[config.mk]
export PLATFORM = sky130hd
export DESIGN_NAME = ssf_flag_bank
export DESIGN_NICKNAME = d
export VERILOG_FILES = /design/src/rtl/ssf_pkg.sv /design/src/rtl/ssf_rise_det.sv /design/src/rtl/ssf_rtc.sv /design/src/rtl/ssf_flag_bank.sv
export SDC_FILE = /design/constraint.sdc
export NUM_CORES = 1
export LEC_CHECK = 0
export ABC_AREA = 1
export ABC_CLOCK_PERIOD_IN_PS = 2100
export BUFFER_PORTS_ARGS = -buffer_cell sky130_fd_sc_hd__buf_2
export CORE_UTILIZATION = 42
export DETAILED_ROUTE_END_ITERATION = 8
export PLACE_DENSITY = 0.63
export SYNTH_ARGS = -nofsm -noshare
export SYNTH_HDL_FRONTEND = slang
export SYNTH_SLANG_ARGS = --single-unit
[constraint.sdc]
create_clock -name clk_i -period 2.1 [get_ports clk_i]
set_clock_uncertainty 0.2 [all_clocks]
set_input_delay 0.105 -clock clk_i [delete_from_list [all_inputs] [get_ports clk_i]]
set_output_delay 0.105 -clock clk_i [all_outputs]
set_load 0.05 [all_outputs]
[src/rtl/ssf_pkg.sv]
// Shared constants and types for the system status flag bank
package ssf_pkg;
   // ==========================================================
   // Clock and timing
   localparam int unsigned CLK_HZ = 25_000_000;
   localparam int unsigned CYC_PER_MS = CLK_HZ / 1000;
   localparam int unsigned AC_DROP_MS = 20;
   localparam int unsigned DC_DROP_MS = 10;
   localparam int unsigned AC_DROP_CYC = AC_DROP_MS * CYC_PER_MS;
   localparam int unsigned DC_DROP_CYC = DC_DROP_MS * CYC_PER_MS;
   localparam int unsigned OP_CYCLE_US = 1000;
   localparam int unsigned OP_CYCLE_CYC = OP_CYCLE_US * (CLK_HZ / 1_000_000);
   localparam int unsigned SEC_MS = 1000;
   localparam int unsigned SEC_CYC = SEC_MS * CYC_PER_MS;
   localparam int unsigned DROP_CNT_W = 20;
   localparam int unsigned DIV_CNT_W = 25;

   // ==========================================================
   // Register byte offsets
   localparam logic [7:0] OFS_STATUS = 8'h00;
   localparam logic [7:0] OFS_CTRL = 8'h04;
   localparam logic [7:0] OFS_CLK0 = 8'h08;
   localparam logic [7:0] OFS_CLK1 = 8'h0C;
   localparam logic [7:0] OFS_CLK2 = 8'h10;
   localparam logic [7:0] OFS_CLK3 = 8'h14;
   localparam logic [7:0] OFS_WDT_CAUSE = 8'h18;
   localparam logic [7:0] OFS_IRQ_STAT = 8'h1C;
   localparam logic [7:0] OFS_IRQ_MASK = 8'h20;

   // ==========================================================
   // Control register fields
   localparam int unsigned CTL_CLK_SET = 0;
   localparam int unsigned CTL_CLK_READ = 1;
   localparam int unsigned CTL_ERR_CLR = 2;
   localparam int unsigned CTL_HOST_RDY = 3;
   localparam int unsigned CTL_EXT_BAT = 4;
   localparam int unsigned CTL_W = 5;
   localparam logic [CTL_W-1:0] CTL_RESET = 5'h00;
   localparam int unsigned STAT_W = 14;
   localparam logic [15:0] WORD_ZERO = 16'h0000;

   // ==========================================================
   // Status flags, bit 0 first (fuse) up to bit 13 (test request error)
   typedef struct packed {
      logic test_request_error_flag;
      logic forced_stop_input_flag;
      logic test_mode_active_flag;
      logic motion_ready_complete_flag;
      logic motion_watchdog_error_flag;
      logic constant_zero_flag;
      logic constant_one_flag;
      logic clock_data_error_flag;
      logic general_diag_error_flag;
      logic self_check_error_flag;
      logic battery_low_latched_flag;
      logic battery_low_live_flag;
      logic supply_dropout_flag;
      logic fuse_fault_flag;
   } ssf_status_s;

   // Clock data words: {year,month} {day,hour} {minute,second} {0,weekday}
   typedef struct packed {
      logic [15:0] w3;
      logic [15:0] w2;
      logic [15:0] w1;
      logic [15:0] w0;
   } ssf_clock_s;

   // Two BCD digits in range lo..hi
   function automatic logic bcd_ok(input logic [7:0] v, input logic [7:0] lo,
                                   input logic [7:0] hi);
      bcd_ok = (v[3:0] <= 4'h9) && (v[7:4] <= 4'h9) && (v >= lo) && (v <= hi);
   endfunction

   // BCD increment with wrap to zero after max
   function automatic logic [7:0] bcd_inc(input logic [7:0] v, input logic [7:0] max);
      if (v == max) begin
         bcd_inc = 8'h00;
      end else if (v[3:0] == 4'h9) begin
         bcd_inc = {v[7:4] + 4'h1, 4'h0};
      end else begin
         bcd_inc = {v[7:4], v[3:0] + 4'h1};
      end
   endfunction
endpackage

[src/rtl/ssf_rise_det.sv]
// Rising edge detector for request levels
`timescale 1ns/100ps
`default_nettype none
module ssf_rise_det #(
   parameter int unsigned W = 1
) (
   // Clock and reset
   input wire logic clk_i,
   input wire logic resetn_i,
   // Level in, pulse out
   input wire logic [W-1:0] level_i,
   output logic [W-1:0] rise_o
);
   logic [W-1:0] prev_q;

   // Previous level, low after reset so a level already high counts once
   always_ff @(posedge clk_i) begin
      if (!resetn_i) begin
         prev_q <= '0;
      end else begin
         prev_q <= level_i;
      end
   end

   assign rise_o = level_i & ~prev_q;
endmodule // ssf_rise_det
`default_nettype wire

[src/rtl/ssf_rtc.sv]
// Time-of-day element: BCD seconds, minutes and hours run from a tick
`timescale 1ns/100ps
`default_nettype none
module ssf_rtc #(
   parameter int unsigned SEC_CYC = ssf_pkg::SEC_CYC
) (
   // Clock and reset
   input wire logic clk_i,
   input wire logic resetn_i,
   // Load from clock data words
   input wire logic load_i,
   input wire ssf_pkg::ssf_clock_s load_val_i,
   // Current time
   output ssf_pkg::ssf_clock_s time_o
);
   logic [ssf_pkg::DIV_CNT_W-1:0] div_q;
   logic sec_tick;
   logic sec_wrap;
   logic min_wrap;
   ssf_pkg::ssf_clock_s time_q;
   ssf_pkg::ssf_clock_s time_d;

   // One-second enable; date fields are held, only the time of day runs
   assign sec_tick = (div_q == ssf_pkg::DIV_CNT_W'(SEC_CYC - 1));
   assign sec_wrap = (time_q.w2[7:0] == 8'h59);
   assign min_wrap = sec_wrap && (time_q.w2[15:8] == 8'h59);

   always_comb begin
      time_d = time_q;
      time_d.w2[7:0] = ssf_pkg::bcd_inc(time_q.w2[7:0], 8'h59);
      if (sec_wrap) begin
         time_d.w2[15:8] = ssf_pkg::bcd_inc(time_q.w2[15:8], 8'h59);
      end
      if (min_wrap) begin
         time_d.w1[7:0] = ssf_pkg::bcd_inc(time_q.w1[7:0], 8'h23);
      end
   end

   // Divider and time register; a load restarts the second
   always_ff @(posedge clk_i) begin
      if (!resetn_i) begin
         div_q <= '0;
         time_q <= '0;
      end else if (load_i) begin
         div_q <= '0;
         time_q <= load_val_i;
      end else begin
         div_q <= sec_tick ? '0 : div_q + 1'b1;
         if (sec_tick) begin
            time_q <= time_d;
         end
      end
   end

   assign time_o = time_q;
endmodule // ssf_rtc
`default_nettype wire

[src/rtl/ssf_flag_bank.sv]
// System status and request flag bank with APB register access
// Functional notes
// - Fuse fault flag sets on any blown-fuse report and stays set.
// - Dropout flag sets on short supply loss; only power-on reset clears it.
// - Live battery-low follows the voltage and indicator, only if enabled.
// - Latched battery-low flag sets on low voltage, only if enabled, and stays set.
// - Self-check error flag sets on self-diagnosis fault and stays set.
// - General diagnostic error flag sets on any diagnosis error, stays set.
// - Clock-set request rising edge loads valid clock data words into clock.
// - Clock data error flag reflects invalid clock words, updated on request.
// - While clock-read is high, clock words take the current BCD time.
// - Constant-one flag always reads high.
// - Constant-zero flag always reads low.
// - Rising error-clear request clears the current error flags.
// - Watchdog timeout sets flag, stops axes at once, records cause.
// - Host-ready rise runs parameter check; ready flag sets if no error.
// - Ready complete flag clears as soon as host-ready goes low.
// - Test-mode-active flag is high while granted test mode lasts.
// - Refused test-mode request sets the test request error flag instead.
// - Forced-stop flag updates each operation cycle; high means released.
`timescale 1ns/100ps
`default_nettype none
module ssf_flag_bank #(
   parameter int unsigned ADDR_W = 8,
   parameter int unsigned AC_DROP_CYC = ssf_pkg::AC_DROP_CYC,
   parameter int unsigned DC_DROP_CYC = ssf_pkg::DC_DROP_CYC,
   parameter int unsigned OP_CYCLE_CYC = ssf_pkg::OP_CYCLE_CYC,
   parameter int unsigned SEC_CYC = ssf_pkg::SEC_CYC
) (
   // Clock and reset
   input wire logic clk_i,
   input wire logic resetn_i,
   // APB slave
   input wire logic psel,
   input wire logic penable,
   input wire logic pwrite,
   input wire logic [ADDR_W-1:0] paddr,
   input wire logic [31:0] pwdata,
   output logic [31:0] prdata,
   output logic pready,
   output logic pslverr,
   // System condition inputs
   input wire logic fuse_blown_i,
   input wire logic supply_low_i,
   input wire logic supply_is_dc_i,
   input wire logic battery_low_i,
   input wire logic self_diag_fault_i,
   input wire logic diag_fault_i,
   input wire logic wdt_timeout_i,
   input wire logic [15:0] wdt_cause_i,
   input wire logic param_check_ok_i,
   input wire logic test_req_i,
   input wire logic test_grant_i,
   input wire logic test_end_i,
   input wire logic estop_applied_i,
   // Outputs to the system
   output logic battery_led_o,
   output logic axes_stop_o,
   output logic irq_o
);
   // ==========================================================
   // Declarations
   logic [ssf_pkg::CTL_W-1:0] ctrl_q;
   logic [ssf_pkg::CTL_W-1:0] ctrl_rise;
   ssf_pkg::ssf_status_s stat_q;
   ssf_pkg::ssf_status_s stat_d;
   ssf_pkg::ssf_status_s stat_set;
   logic [ssf_pkg::STAT_W-1:0] irq_stat_q;
   logic [ssf_pkg::STAT_W-1:0] irq_mask_q;
   ssf_pkg::ssf_clock_s clk_words_q;
   ssf_pkg::ssf_clock_s rtc_time;
   logic [15:0] wdt_cause_q;
   logic [31:0] rdata_q;
   logic [ssf_pkg::DROP_CNT_W-1:0] drop_cnt_q;
   logic supply_low_q;
   logic [ssf_pkg::DIV_CNT_W-1:0] op_div_q;
   logic op_tick;
   logic check_pend_q;
   logic drop_short;
   logic clk_words_ok;
   logic err_clr;
   logic clk_set_go;
   logic bat_chk;

   // ==========================================================
   // APB decode
   wire logic setup_ph = psel && !penable;
   wire logic access_ph = psel && penable;
   wire logic [7:0] ofs = paddr[7:0];
   wire logic hit_status = (ofs == ssf_pkg::OFS_STATUS);
   wire logic hit_ctrl = (ofs == ssf_pkg::OFS_CTRL);
   wire logic hit_clk0 = (ofs == ssf_pkg::OFS_CLK0);
   wire logic hit_clk1 = (ofs == ssf_pkg::OFS_CLK1);
   wire logic hit_clk2 = (ofs == ssf_pkg::OFS_CLK2);
   wire logic hit_clk3 = (ofs == ssf_pkg::OFS_CLK3);
   wire logic hit_cause = (ofs == ssf_pkg::OFS_WDT_CAUSE);
   wire logic hit_istat = (ofs == ssf_pkg::OFS_IRQ_STAT);
   wire logic hit_imask = (ofs == ssf_pkg::OFS_IRQ_MASK);
   wire logic hit_any = hit_status | hit_ctrl | hit_clk0 | hit_clk1 | hit_clk2
                      | hit_clk3 | hit_cause | hit_istat | hit_imask;
   wire logic wr_en = access_ph && pwrite && hit_any;

   // Zero wait state; unmapped offsets answer with an error and change nothing
   assign pready = 1'b1;
   assign pslverr = access_ph && !hit_any;
   assign prdata = rdata_q;

   // Read mux, sampled in the setup cycle so prdata comes from a flop
   wire logic [31:0] rd_mux =
        hit_status ? {18'h0_0000, stat_q}
      : hit_ctrl ? {27'h000_0000, ctrl_q}
      : hit_clk0 ? {16'h0000, clk_words_q.w0}
      : hit_clk1 ? {16'h0000, clk_words_q.w1}
      : hit_clk2 ? {16'h0000, clk_words_q.w2}
      : hit_clk3 ? {16'h0000, clk_words_q.w3}
      : hit_cause ? {16'h0000, wdt_cause_q}
      : hit_istat ? {18'h0_0000, irq_stat_q}
      : hit_imask ? {18'h0_0000, irq_mask_q}
      : 32'h0000_0000;

   always_ff @(posedge clk_i) begin
      if (!resetn_i) begin
         rdata_q <= 32'h0000_0000;
      end else if (setup_ph) begin
         rdata_q <= rd_mux;
      end
   end

   // ==========================================================
   // Control register: software request levels
   always_ff @(posedge clk_i) begin
      if (!resetn_i) begin
         ctrl_q <= ssf_pkg::CTL_RESET;
      end else if (wr_en && hit_ctrl) begin
         ctrl_q <= pwdata[ssf_pkg::CTL_W-1:0];
      end
   end

   // One edge detector for all request bits
   ssf_rise_det #(
      .W(ssf_pkg::CTL_W)
   ) u_req_rise (
      .clk_i(clk_i),
      .resetn_i(resetn_i),
      .level_i(ctrl_q),
      .rise_o(ctrl_rise)
   );

   assign err_clr = ctrl_rise[ssf_pkg::CTL_ERR_CLR];
   assign bat_chk = ctrl_q[ssf_pkg::CTL_EXT_BAT];
   wire logic host_rdy = ctrl_q[ssf_pkg::CTL_HOST_RDY];
   wire logic clk_read = ctrl_q[ssf_pkg::CTL_CLK_READ];

   // ==========================================================
   // Clock data words and time-of-day element
   assign clk_words_ok =
        ssf_pkg::bcd_ok(clk_words_q.w0[15:8], 8'h00, 8'h99)
      & ssf_pkg::bcd_ok(clk_words_q.w0[7:0], 8'h01, 8'h12)
      & ssf_pkg::bcd_ok(clk_words_q.w1[15:8], 8'h01, 8'h31)
      & ssf_pkg::bcd_ok(clk_words_q.w1[7:0], 8'h00, 8'h23)
      & ssf_pkg::bcd_ok(clk_words_q.w2[15:8], 8'h00, 8'h59)
      & ssf_pkg::bcd_ok(clk_words_q.w2[7:0], 8'h00, 8'h59)
      & ssf_pkg::bcd_ok(clk_words_q.w3[7:0], 8'h00, 8'h06)
      & (clk_words_q.w3[15:8] == 8'h00);
   // Bad words never reach the clock element
   assign clk_set_go = ctrl_rise[ssf_pkg::CTL_CLK_SET] && clk_words_ok;

   ssf_rtc #(
      .SEC_CYC(SEC_CYC)
   ) u_rtc (
      .clk_i(clk_i),
      .resetn_i(resetn_i),
      .load_i(clk_set_go),
      .load_val_i(clk_words_q),
      .time_o(rtc_time)
   );

   // Hardware copy wins over software writes while a read is requested
   always_ff @(posedge clk_i) begin
      if (!resetn_i) begin
         clk_words_q <= '0;
      end else if (clk_read) begin
         clk_words_q <= rtc_time;
      end else if (wr_en) begin
         if (hit_clk0) clk_words_q.w0 <= pwdata[15:0];
         if (hit_clk1) clk_words_q.w1 <= pwdata[15:0];
         if (hit_clk2) clk_words_q.w2 <= pwdata[15:0];
         if (hit_clk3) clk_words_q.w3 <= pwdata[15:0];
      end
   end

   // ==========================================================
   // Supply dropout: measure each loss of supply in cycles
   wire logic [ssf_pkg::DROP_CNT_W-1:0] drop_lim = supply_is_dc_i
      ? ssf_pkg::DROP_CNT_W'(DC_DROP_CYC) : ssf_pkg::DROP_CNT_W'(AC_DROP_CYC);
   // A loss that reaches the limit is a real power-off, not a dropout
   assign drop_short = supply_low_q && !supply_low_i && (drop_cnt_q < drop_lim);

   always_ff @(posedge clk_i) begin
      if (!resetn_i) begin
         supply_low_q <= 1'b0;
         drop_cnt_q <= '0;
      end else begin
         supply_low_q <= supply_low_i;
         if (!supply_low_i) begin
            drop_cnt_q <= '0;
         end else if (drop_cnt_q < drop_lim) begin
            drop_cnt_q <= drop_cnt_q + 1'b1;
         end
      end
   end

   // ==========================================================
   // Operation cycle enable for the forced-stop sample
   assign op_tick = (op_div_q == ssf_pkg::DIV_CNT_W'(OP_CYCLE_CYC - 1));

   always_ff @(posedge clk_i) begin
      if (!resetn_i) begin
         op_div_q <= '0;
      end else begin
         op_div_q <= op_tick ? '0 : op_div_q + 1'b1;
      end
   end

   // ==========================================================
   // Set terms of each event flag (none for the constants or forced-stop), used for the next state and for interrupts
   always_comb begin
      stat_set = '0;
      stat_set.fuse_fault_flag = fuse_blown_i;
      stat_set.supply_dropout_flag = drop_short;
      stat_set.battery_low_live_flag = bat_chk && battery_low_i;
      stat_set.battery_low_latched_flag = bat_chk && battery_low_i;
      stat_set.self_check_error_flag = self_diag_fault_i;
      stat_set.general_diag_error_flag = diag_fault_i;
      stat_set.clock_data_error_flag = ctrl_rise[ssf_pkg::CTL_CLK_SET]
                                       && !clk_words_ok;
      stat_set.motion_watchdog_error_flag = wdt_timeout_i;
      stat_set.motion_ready_complete_flag = check_pend_q && host_rdy
                                            && param_check_ok_i;
      stat_set.test_mode_active_flag = test_req_i && test_grant_i;
      stat_set.test_request_error_flag = test_req_i && !test_grant_i;
   end

   // Next status: sticky flags hold, set beats clear
   always_comb begin
      stat_d = stat_q;
      // Latched errors drop on an error clear unless set again this cycle
      if (err_clr) begin
         stat_d.fuse_fault_flag = 1'b0;
         stat_d.battery_low_latched_flag = 1'b0;
         stat_d.self_check_error_flag = 1'b0;
         stat_d.general_diag_error_flag = 1'b0;
         stat_d.clock_data_error_flag = 1'b0;
         stat_d.motion_watchdog_error_flag = 1'b0;
         stat_d.test_request_error_flag = 1'b0;
      end
      // A good clock-set request refreshes the error flag to clean
      if (ctrl_rise[ssf_pkg::CTL_CLK_SET] && clk_words_ok) begin
         stat_d.clock_data_error_flag = 1'b0;
      end
      if (!host_rdy) begin
         stat_d.motion_ready_complete_flag = 1'b0;
      end
      if (test_end_i) begin
         stat_d.test_mode_active_flag = 1'b0;
      end
      stat_d = stat_d | stat_set;
      // Live bits follow their conditions directly
      stat_d.battery_low_live_flag = stat_set.battery_low_live_flag;
      stat_d.constant_one_flag = 1'b1;
      stat_d.constant_zero_flag = 1'b0;
      if (op_tick) begin
         stat_d.forced_stop_input_flag = !estop_applied_i;
      end
   end

   // Status register; everything starts low at power-on
   always_ff @(posedge clk_i) begin
      if (!resetn_i) begin
         stat_q <= '0;
      end else begin
         stat_q <= stat_d;
      end
   end

   // Parameter check runs one cycle after host-ready rises
   always_ff @(posedge clk_i) begin
      if (!resetn_i) begin
         check_pend_q <= 1'b0;
      end else begin
         check_pend_q <= ctrl_rise[ssf_pkg::CTL_HOST_RDY];
      end
   end

   // Watchdog cause captured with the timeout
   always_ff @(posedge clk_i) begin
      if (!resetn_i) begin
         wdt_cause_q <= ssf_pkg::WORD_ZERO;
      end else if (wdt_timeout_i) begin
         wdt_cause_q <= wdt_cause_i;
      end
   end

   // Axes stop at once, straight from the timeout, and stay stopped
   assign axes_stop_o = wdt_timeout_i || stat_q.motion_watchdog_error_flag;
   assign battery_led_o = stat_q.battery_low_live_flag;

   // ==========================================================
   // Interrupt status (write one to clear, set wins) and mask
   always_ff @(posedge clk_i) begin
      if (!resetn_i) begin
         irq_stat_q <= '0;
         irq_mask_q <= '0;
      end else begin
         irq_stat_q <= (irq_stat_q & ~((wr_en && hit_istat)
                       ? pwdata[ssf_pkg::STAT_W-1:0] : '0)) | stat_set;
         if (wr_en && hit_imask) begin
            irq_mask_q <= pwdata[ssf_pkg::STAT_W-1:0];
         end
      end
   end

   assign irq_o = |(irq_stat_q & irq_mask_q);
endmodule // ssf_flag_bank
`default_nettype wire

# Word-level counts from Yosys, hierarchy flattened
# Cells that the tools add are included.
[op_classes]
n_addsub = 9
order_cmp = 29
eq_ne = 16
mux = 36
bitwise_logic = 23
reduce_logical = 72
[ops]
columns = ["cell", "n"]
rows = [
  ["two-way mux 64 bit", 3],
  ["two-way mux 16 bit", 11],
  ["two-way mux 8 bit", 9],
  [">= comparator 8 x 1 -> 1 bit, second input constant", 7],
  ["less-or-equal comparator 4 bit, second input constant", 14],
  ["adder 25 x 1 -> 25 bit, second input constant", 2],
  ["two-way mux 48 bit", 1],
  ["two-way mux 14 bit", 3],
  ["logical AND 1 bit", 39],
  ["equality test 8 x 5 -> 1 bit, second input constant", 4],
  ["AND 14 bit", 2],
  ["OR 14 bit", 2],
  ["equality test 25 x 15 -> 1 bit, second input constant", 1],
  ["equality test 25 bit, second input constant", 1],
  ["adder 4 x 1 -> 4 bit, second input constant", 6],
  ["adder 20 x 1 -> 20 bit, second input constant", 1],
  ["less-than comparator 20 x 19 -> 1 bit", 1],
  ["two-way mux 19 bit", 1],
  ["equality test 8 x 4 -> 1 bit, second input constant", 2],
  ["equality test 8 x 6 -> 1 bit, second input constant", 2],
  ["equality test 8 x 7 -> 1 bit, second input constant", 2],
  ["less-or-equal comparator 8 x 6 -> 1 bit, second input constant", 2],
  ["less-or-equal comparator 8 x 7 -> 1 bit, second input constant", 2],
  ["logical NOT 8 bit", 2],
  ["other kinds (22)", 65],
]
[word_totals]
register_bits = 299
out_inout_bits = 37
elab_cells = 223

# Logic depth before layout (Yosys ltp)
[logic_depth]
depth_word = 15
mapped_depth = 14
ltp_nobuf = 14

# Hierarchy
# Synthesis repeated with hierarchy kept, for this count alone.
[unflattened]
hier_cells = 2130
hier_area_um2 = 14493.9
[by_module_without_submodules]
columns = ["module", "n_inst", "cells_per_inst", "area_each_um2"]
rows = [
  ["ssf_flag_bank", 1, 1454, 9854.5],
  ["ssf_rtc", 1, 651, 4464.3],
  ["ssf_rise_det", 1, 25, 175.2],
]

# Worst setup path before layout
# No wires, ideal clock.
[synth_path]
path_kind = "reg-to-reg"
from = "register u_rtc.div_q[0] (netlist name)"
to = "register u_rtc.div_q[14] (netlist name)"
setup_time_ns = 0.126
t_arrival_ns = 1.690
required_time_ns = 1.774
path_slack_ns = 0.084
path_stages_with_launch = 10
path_buffers = 1
synth_period_minus_slack_ns = 2.016
path_cell_list = "dfxtp_1 -> ha_1 -> nand3_1 -> nor2_1 -> nand2_1 -> nor2_1 -> nand3_2 -> nand3_1 -> buf_2 -> nor3_1"
[synth_between]
elab_chain_cells = 2
elab_cells_between_ends = 3
[synth_lines]
columns = ["element", "line_no", "text"]
rows = [
  ["start: declaration", "ssf_rtc.sv:16", "logic [ssf_pkg::DIV_CNT_W-1:0] div_q;"],
  ["start signal: assignment", "ssf_rtc.sv:48", "div_q <= sec_tick ? '0 : div_q + 1'b1;"],
  ["branches (longest 2 deep; another with adder 25 x 1 -> 25 bit)", "-", ""],
]
# Parallel ways; which one is timed is not known.
# A chain may end at the register's enable or synchronous reset.

# Final worst setup path
[layout_path]
from = "register clk_words_q[55] (netlist name)"
to = "register u_rtc.time_q, in the netlist u_rtc.time_o[45]"
[layout_between]
elab_chain_cells = 9
elab_cells_between_ends = 14
[layout_lines]
columns = ["element", "line_no", "text"]
rows = [
  ["start: declaration", "ssf_flag_bank.sv:70", "ssf_pkg::ssf_clock_s clk_words_q;"],
  ["start signal: assignment", "ssf_flag_bank.sv:183", "clk_words_q <= rtc_time;"],
  ["branches (longest 3 deep; another with >= comparator 8 x 1 -> 1 bit)", "-", ""],
  ["logical AND 1 bit *", "ssf_pkg.sv:72", "bcd_ok = (v[3:0] <= 4'h9) && (v[7:4] <= 4'h9) && (v >= lo) && (v <= hi);"],
  ["AND 1 bit *", "ssf_flag_bank.sv:163", "& ssf_pkg::bcd_ok(clk_words_q.w3[7:0], 8'h00, 8'h06)"],
  ["AND 1 bit *", "ssf_flag_bank.sv:164", "& (clk_words_q.w3[15:8] == 8'h00);"],
  ["logical AND 1 bit *", "ssf_flag_bank.sv:166", "assign clk_set_go = ctrl_rise[ssf_pkg::CTL_CLK_SET] && clk_words_ok;"],
  ["nonzero test 3 bit (no source line) or nonzero test 2 bit (tied branches)", "-", ""],
  ["AND reduction 3 bit (no source line)", "-", ""],
  ["end signal: assignment", "ssf_rtc.sv:46", "time_q <= load_val_i;"],
  ["end signal: assignment", "ssf_rtc.sv:50", "time_q <= time_d;"],
  ["end: declaration", "ssf_rtc.sv:20", "ssf_pkg::ssf_clock_s time_q;"],
]
# Every way passes the cells marked *. The select of a mux whose other input is x is not followed.

==> results.cfg <==
[outcome]
run_status = finished with violations
violations = negative setup slack

[final_layout]
finalNonFillerCells = 2786
register_area_sq_um = 5642
layout.nets = 2408
drive_gt1_share_pct = 16.81
fin_util_pct = 54.18
antenna_cells = 0
multiInputGateArea_sq_um = 7681
fin_area_sq_um = 18120
synthToLayoutAreaGrowth_pct = 27.41
fill_cells = 3153

[clock_network]
path_clk_slew_ns = 0.06
clockBufferDepth = 3
root_buffer = clkbuf_16
clk_latency_ns = 0.52
cts_made_buffers = 34
clock-sinks = 281
cts_tree = yes
cts_max_level = 2

[detailed_routing]
first_pass_iters = 6
drtIter0Drc = 1143
final_antenna_net_count = 0
viasPerCell = 5.255
wirelength_um = 45000
drc = 0
via_count = 14640
wl_per_cell_um = 16.15

[global_route]
grt_max_degree = 64
grt_use_total_pct = 25.00
grt_antenna_before_repair = 0
overflow = 0
grt_pass1_wl_um = 68060
grt_pass1_vias = 13115

[worst_setup_path]
endpoint_kind = flop
crit_end = u_rtc.time_o[45]
cpPeakStageDelay_ns = 0.32
startpoint = clk_words_q[55]
reg2reg_depth = 15
path_delay_family = simple AND/OR/NAND/NOR gates
r2r_end = u_rtc.time_o[45]
r2r_start = clk_words_q[55]
critPathArrivalTime_ns = 2.39
worst_ep_required_time_ns = 2.35
crit_chain = nor2_1, nand2_1, nor2_2, nand2_1, nor2_1, nand2_1, nor2_4, nand2_4, buf_6, clkbuf_16, nand2_4, nand2_2, nand2_1, nand2_1, nor2_1
cp.depth = 15
path_max_fanout = 8
r2r_setup_slack_ns = -0.04
critPathLaunchType = flop
critPathSlowestCell = dfxtp_2
path_common_cell = nand2_1
critical_path_class = flop to flop
critPathBufInv = 2

[hold_path]
hold_path.startpoint = pwrite
hold_class = input port to flop

[yosys]
syn_area_per_cell_sq_um = 6.789
ys_warn_count = 0
yosys_most_used_dff = dfxtp_1
ys_ff_latch = 281
synthesis.instances = 2095
ys_seq_area_share_pct = 39.55
synth-edff-count = 0
async_flop_share_pct = 0
yosysUniqueCellTypes = 46
syn_area_sq_um = 14220

[timing]
setup_slack_ns = -0.03552
holdWs_ns = 0.05239
finalHoldViolCount = 0
fmax_mhz = 468.3
finalSetupViolCount = 9
drv_slew = 0
slew_headroom_pct = 57.56
rsz0062_at_grt = yes
setup_tns_ns = -0.1237
post-route-period-util_pct = 101.7
period_needed_ns = 2.136
worst_slew_pin_slew_ns = 0.6300

[placement]
dp.cells = 2633
dpl_worst_slack_ns = -0.04524
port_buffers = 76
globalplace.congestion = 0.9845
dp_hpwl_um = 30730
placed_cell_area_sq_um = 15650

[power_and_ir_drop]
power.total_mw = 12.47
p_leak_nw = 7.560
clkPwrFrac_pct = 50.4
sw_frac_of_total_pct = 23.19
p_int_mw = 9.580
p_switching_mw = 2.893
pwr-share-comb_pct = 6.0
p_seq_share_pct = 43.6
vdd_drop_max_mv = 0.6853
p_per_area_nw_per_um2 = 688.3

[floorplan]
die_x_um = 186.0
fp.coreArea_sq_um = 33450
die_area_sq_um = 34600
rows = 67
start_util_pct = 42.52
ios = 110
fp.dieH_um = 186.0

[job]
timing.max_cap.violations = 0
## per-layer routing
layer | up-vias | wire, um | track usage [%]
met5 | - | 0 | 0
met4 | 0 | 1509 | 9.377
met3 | 97 | 3348 | 4.598
met2 | 529 | 21050 | 41.61
met1 | 6782 | 19090 | 31.98
li1 | 7232 | - | -
## layout make-up
cell class                 count  share of cell area (%)
clock buffer                  45                   5.427
clock inverter                16                   1.208
inverter                     184                   3.874
multi-input combinational   1539                   42.39
sequential                   281                   31.13
tap                          448                   3.093
timing repair buffer         273                   12.88
## flip-flops by register name, indices dropped and copies added, names as in the netlist, 3 cells and up
name,cells
op_div_q,25
irq_mask_q,14
wdt_cause_q,16
drop_cnt_q,20
ctrl_q,5
u_req_rise.prev_q,3
irq_stat_q,14
prdata,16
u_rtc.div_q,25
stat_q,12
u_rtc.time_o,64
clk_words_q,64
## kinds of logic (layout without fill, tap and decap cells)
kind of cell	Yosys count	count (layout)	share of synthesized area (%)
compound gates	358	358	13.39
xor+xnor	36	36	2.217
fa+ha+maj	22	22	1.935
buf+inv	291	518	8.569
flops	281	281	39.55
other cells	2	17	0.05280
simple gates	1105	1106	34.28
## Yosys cell counts, types with 14 or more instances
cell type,count,area share [%]
a21oi_1,213,7.5
buf_2,21,0.74
buf_4,22,1.2
clkbuf_1,60,1.6
dfxtp_1,281,40
ha_1,22,1.9
inv_1,173,4.6
nand2_1,542,14
nand3_1,168,5.9
nand4_1,29,1.3
nor2_1,238,6.3
nor3_1,40,1.4
o211ai_1,14,0.74
o21ai_0,108,3.8
or2_2,16,0.70
xor2_1,23,1.4
## power groups by stage
stage | clock (mW) | combinational, mW | sequential, mW
global placement | 0 | 0.608 | 5.55
CTS | 6.39 | 0.715 | 5.43
global route | 6.59 | 0.810 | 5.44
finish | 6.28 | 0.748 | 5.44
detailed placement | 0 | 0.615 | 5.55
floorplan | 0 | 0.362 | 5.57
## worst min-delay path by stage
stage / end / slack [ns] / depth (start not counted)
floorplan: stat_q[7] / -0.07 / 0
CTS: ctrl_q[1] / 0.06 / 6
global placement: wdt_cause_q[9] / 0.13 / 3
global route: ctrl_q[1] / 0.10 / 6
detailed placement: wdt_cause_q[15] / 0.14 / 3
finish: ctrl_q[1] / 0.05 / 6
## cell usage in the layout, fill, tap and decap left out, types with 10 or more instances in the layout
master / instances
clkbuf_16: 39
conb_1: 17
nor2_2: 16
or2_2: 16
inv_1: 170
nand2_4: 13
o21ai_1: 18
dfxtp_1: 268
nand3_1: 164
nor3_1: 38
xor2_1: 23
nor4_1: 13
buf_4: 104
dfxtp_2: 13
xnor2_1: 13
ha_1: 20
nor2_1: 227
o21ai_0: 89
o211ai_1: 14
buf_2: 75
nand3b_1: 11
a21oi_1: 213
buf_12: 15
nand2_2: 21
nand2_1: 519
dlygate4sd3_1: 67
nand4_1: 29
inv_2: 10
## what timing repair did
item                                   in CTS  in global routing
endpoints found under the hold margin     159                  0
pin swaps                                   1                 26
hold buffers                               67                  0
resized for setup                           7                103
gates cloned                                1                  5
setup endpoints to repair                  37                 85
setup buffers                               1                 18
## worst register-to-register path, stage by stage, from the launching register on
cell and delay, ns:
dfxtp_2 0.32, nor2_1 0.09, nand2_1 0.07, nor2_2 0.18, nand2_1 0.07, nor2_1 0.11
nand2_1 0.12, nor2_4 0.15, nand2_4 0.14, buf_6 0.17, clkbuf_16 0.16, nand2_4 0.06
nand2_2 0.05, nand2_1 0.06, nand2_1 0.04, nor2_1 0.10
No activity file was read; power rests on OpenSTA's default activity.
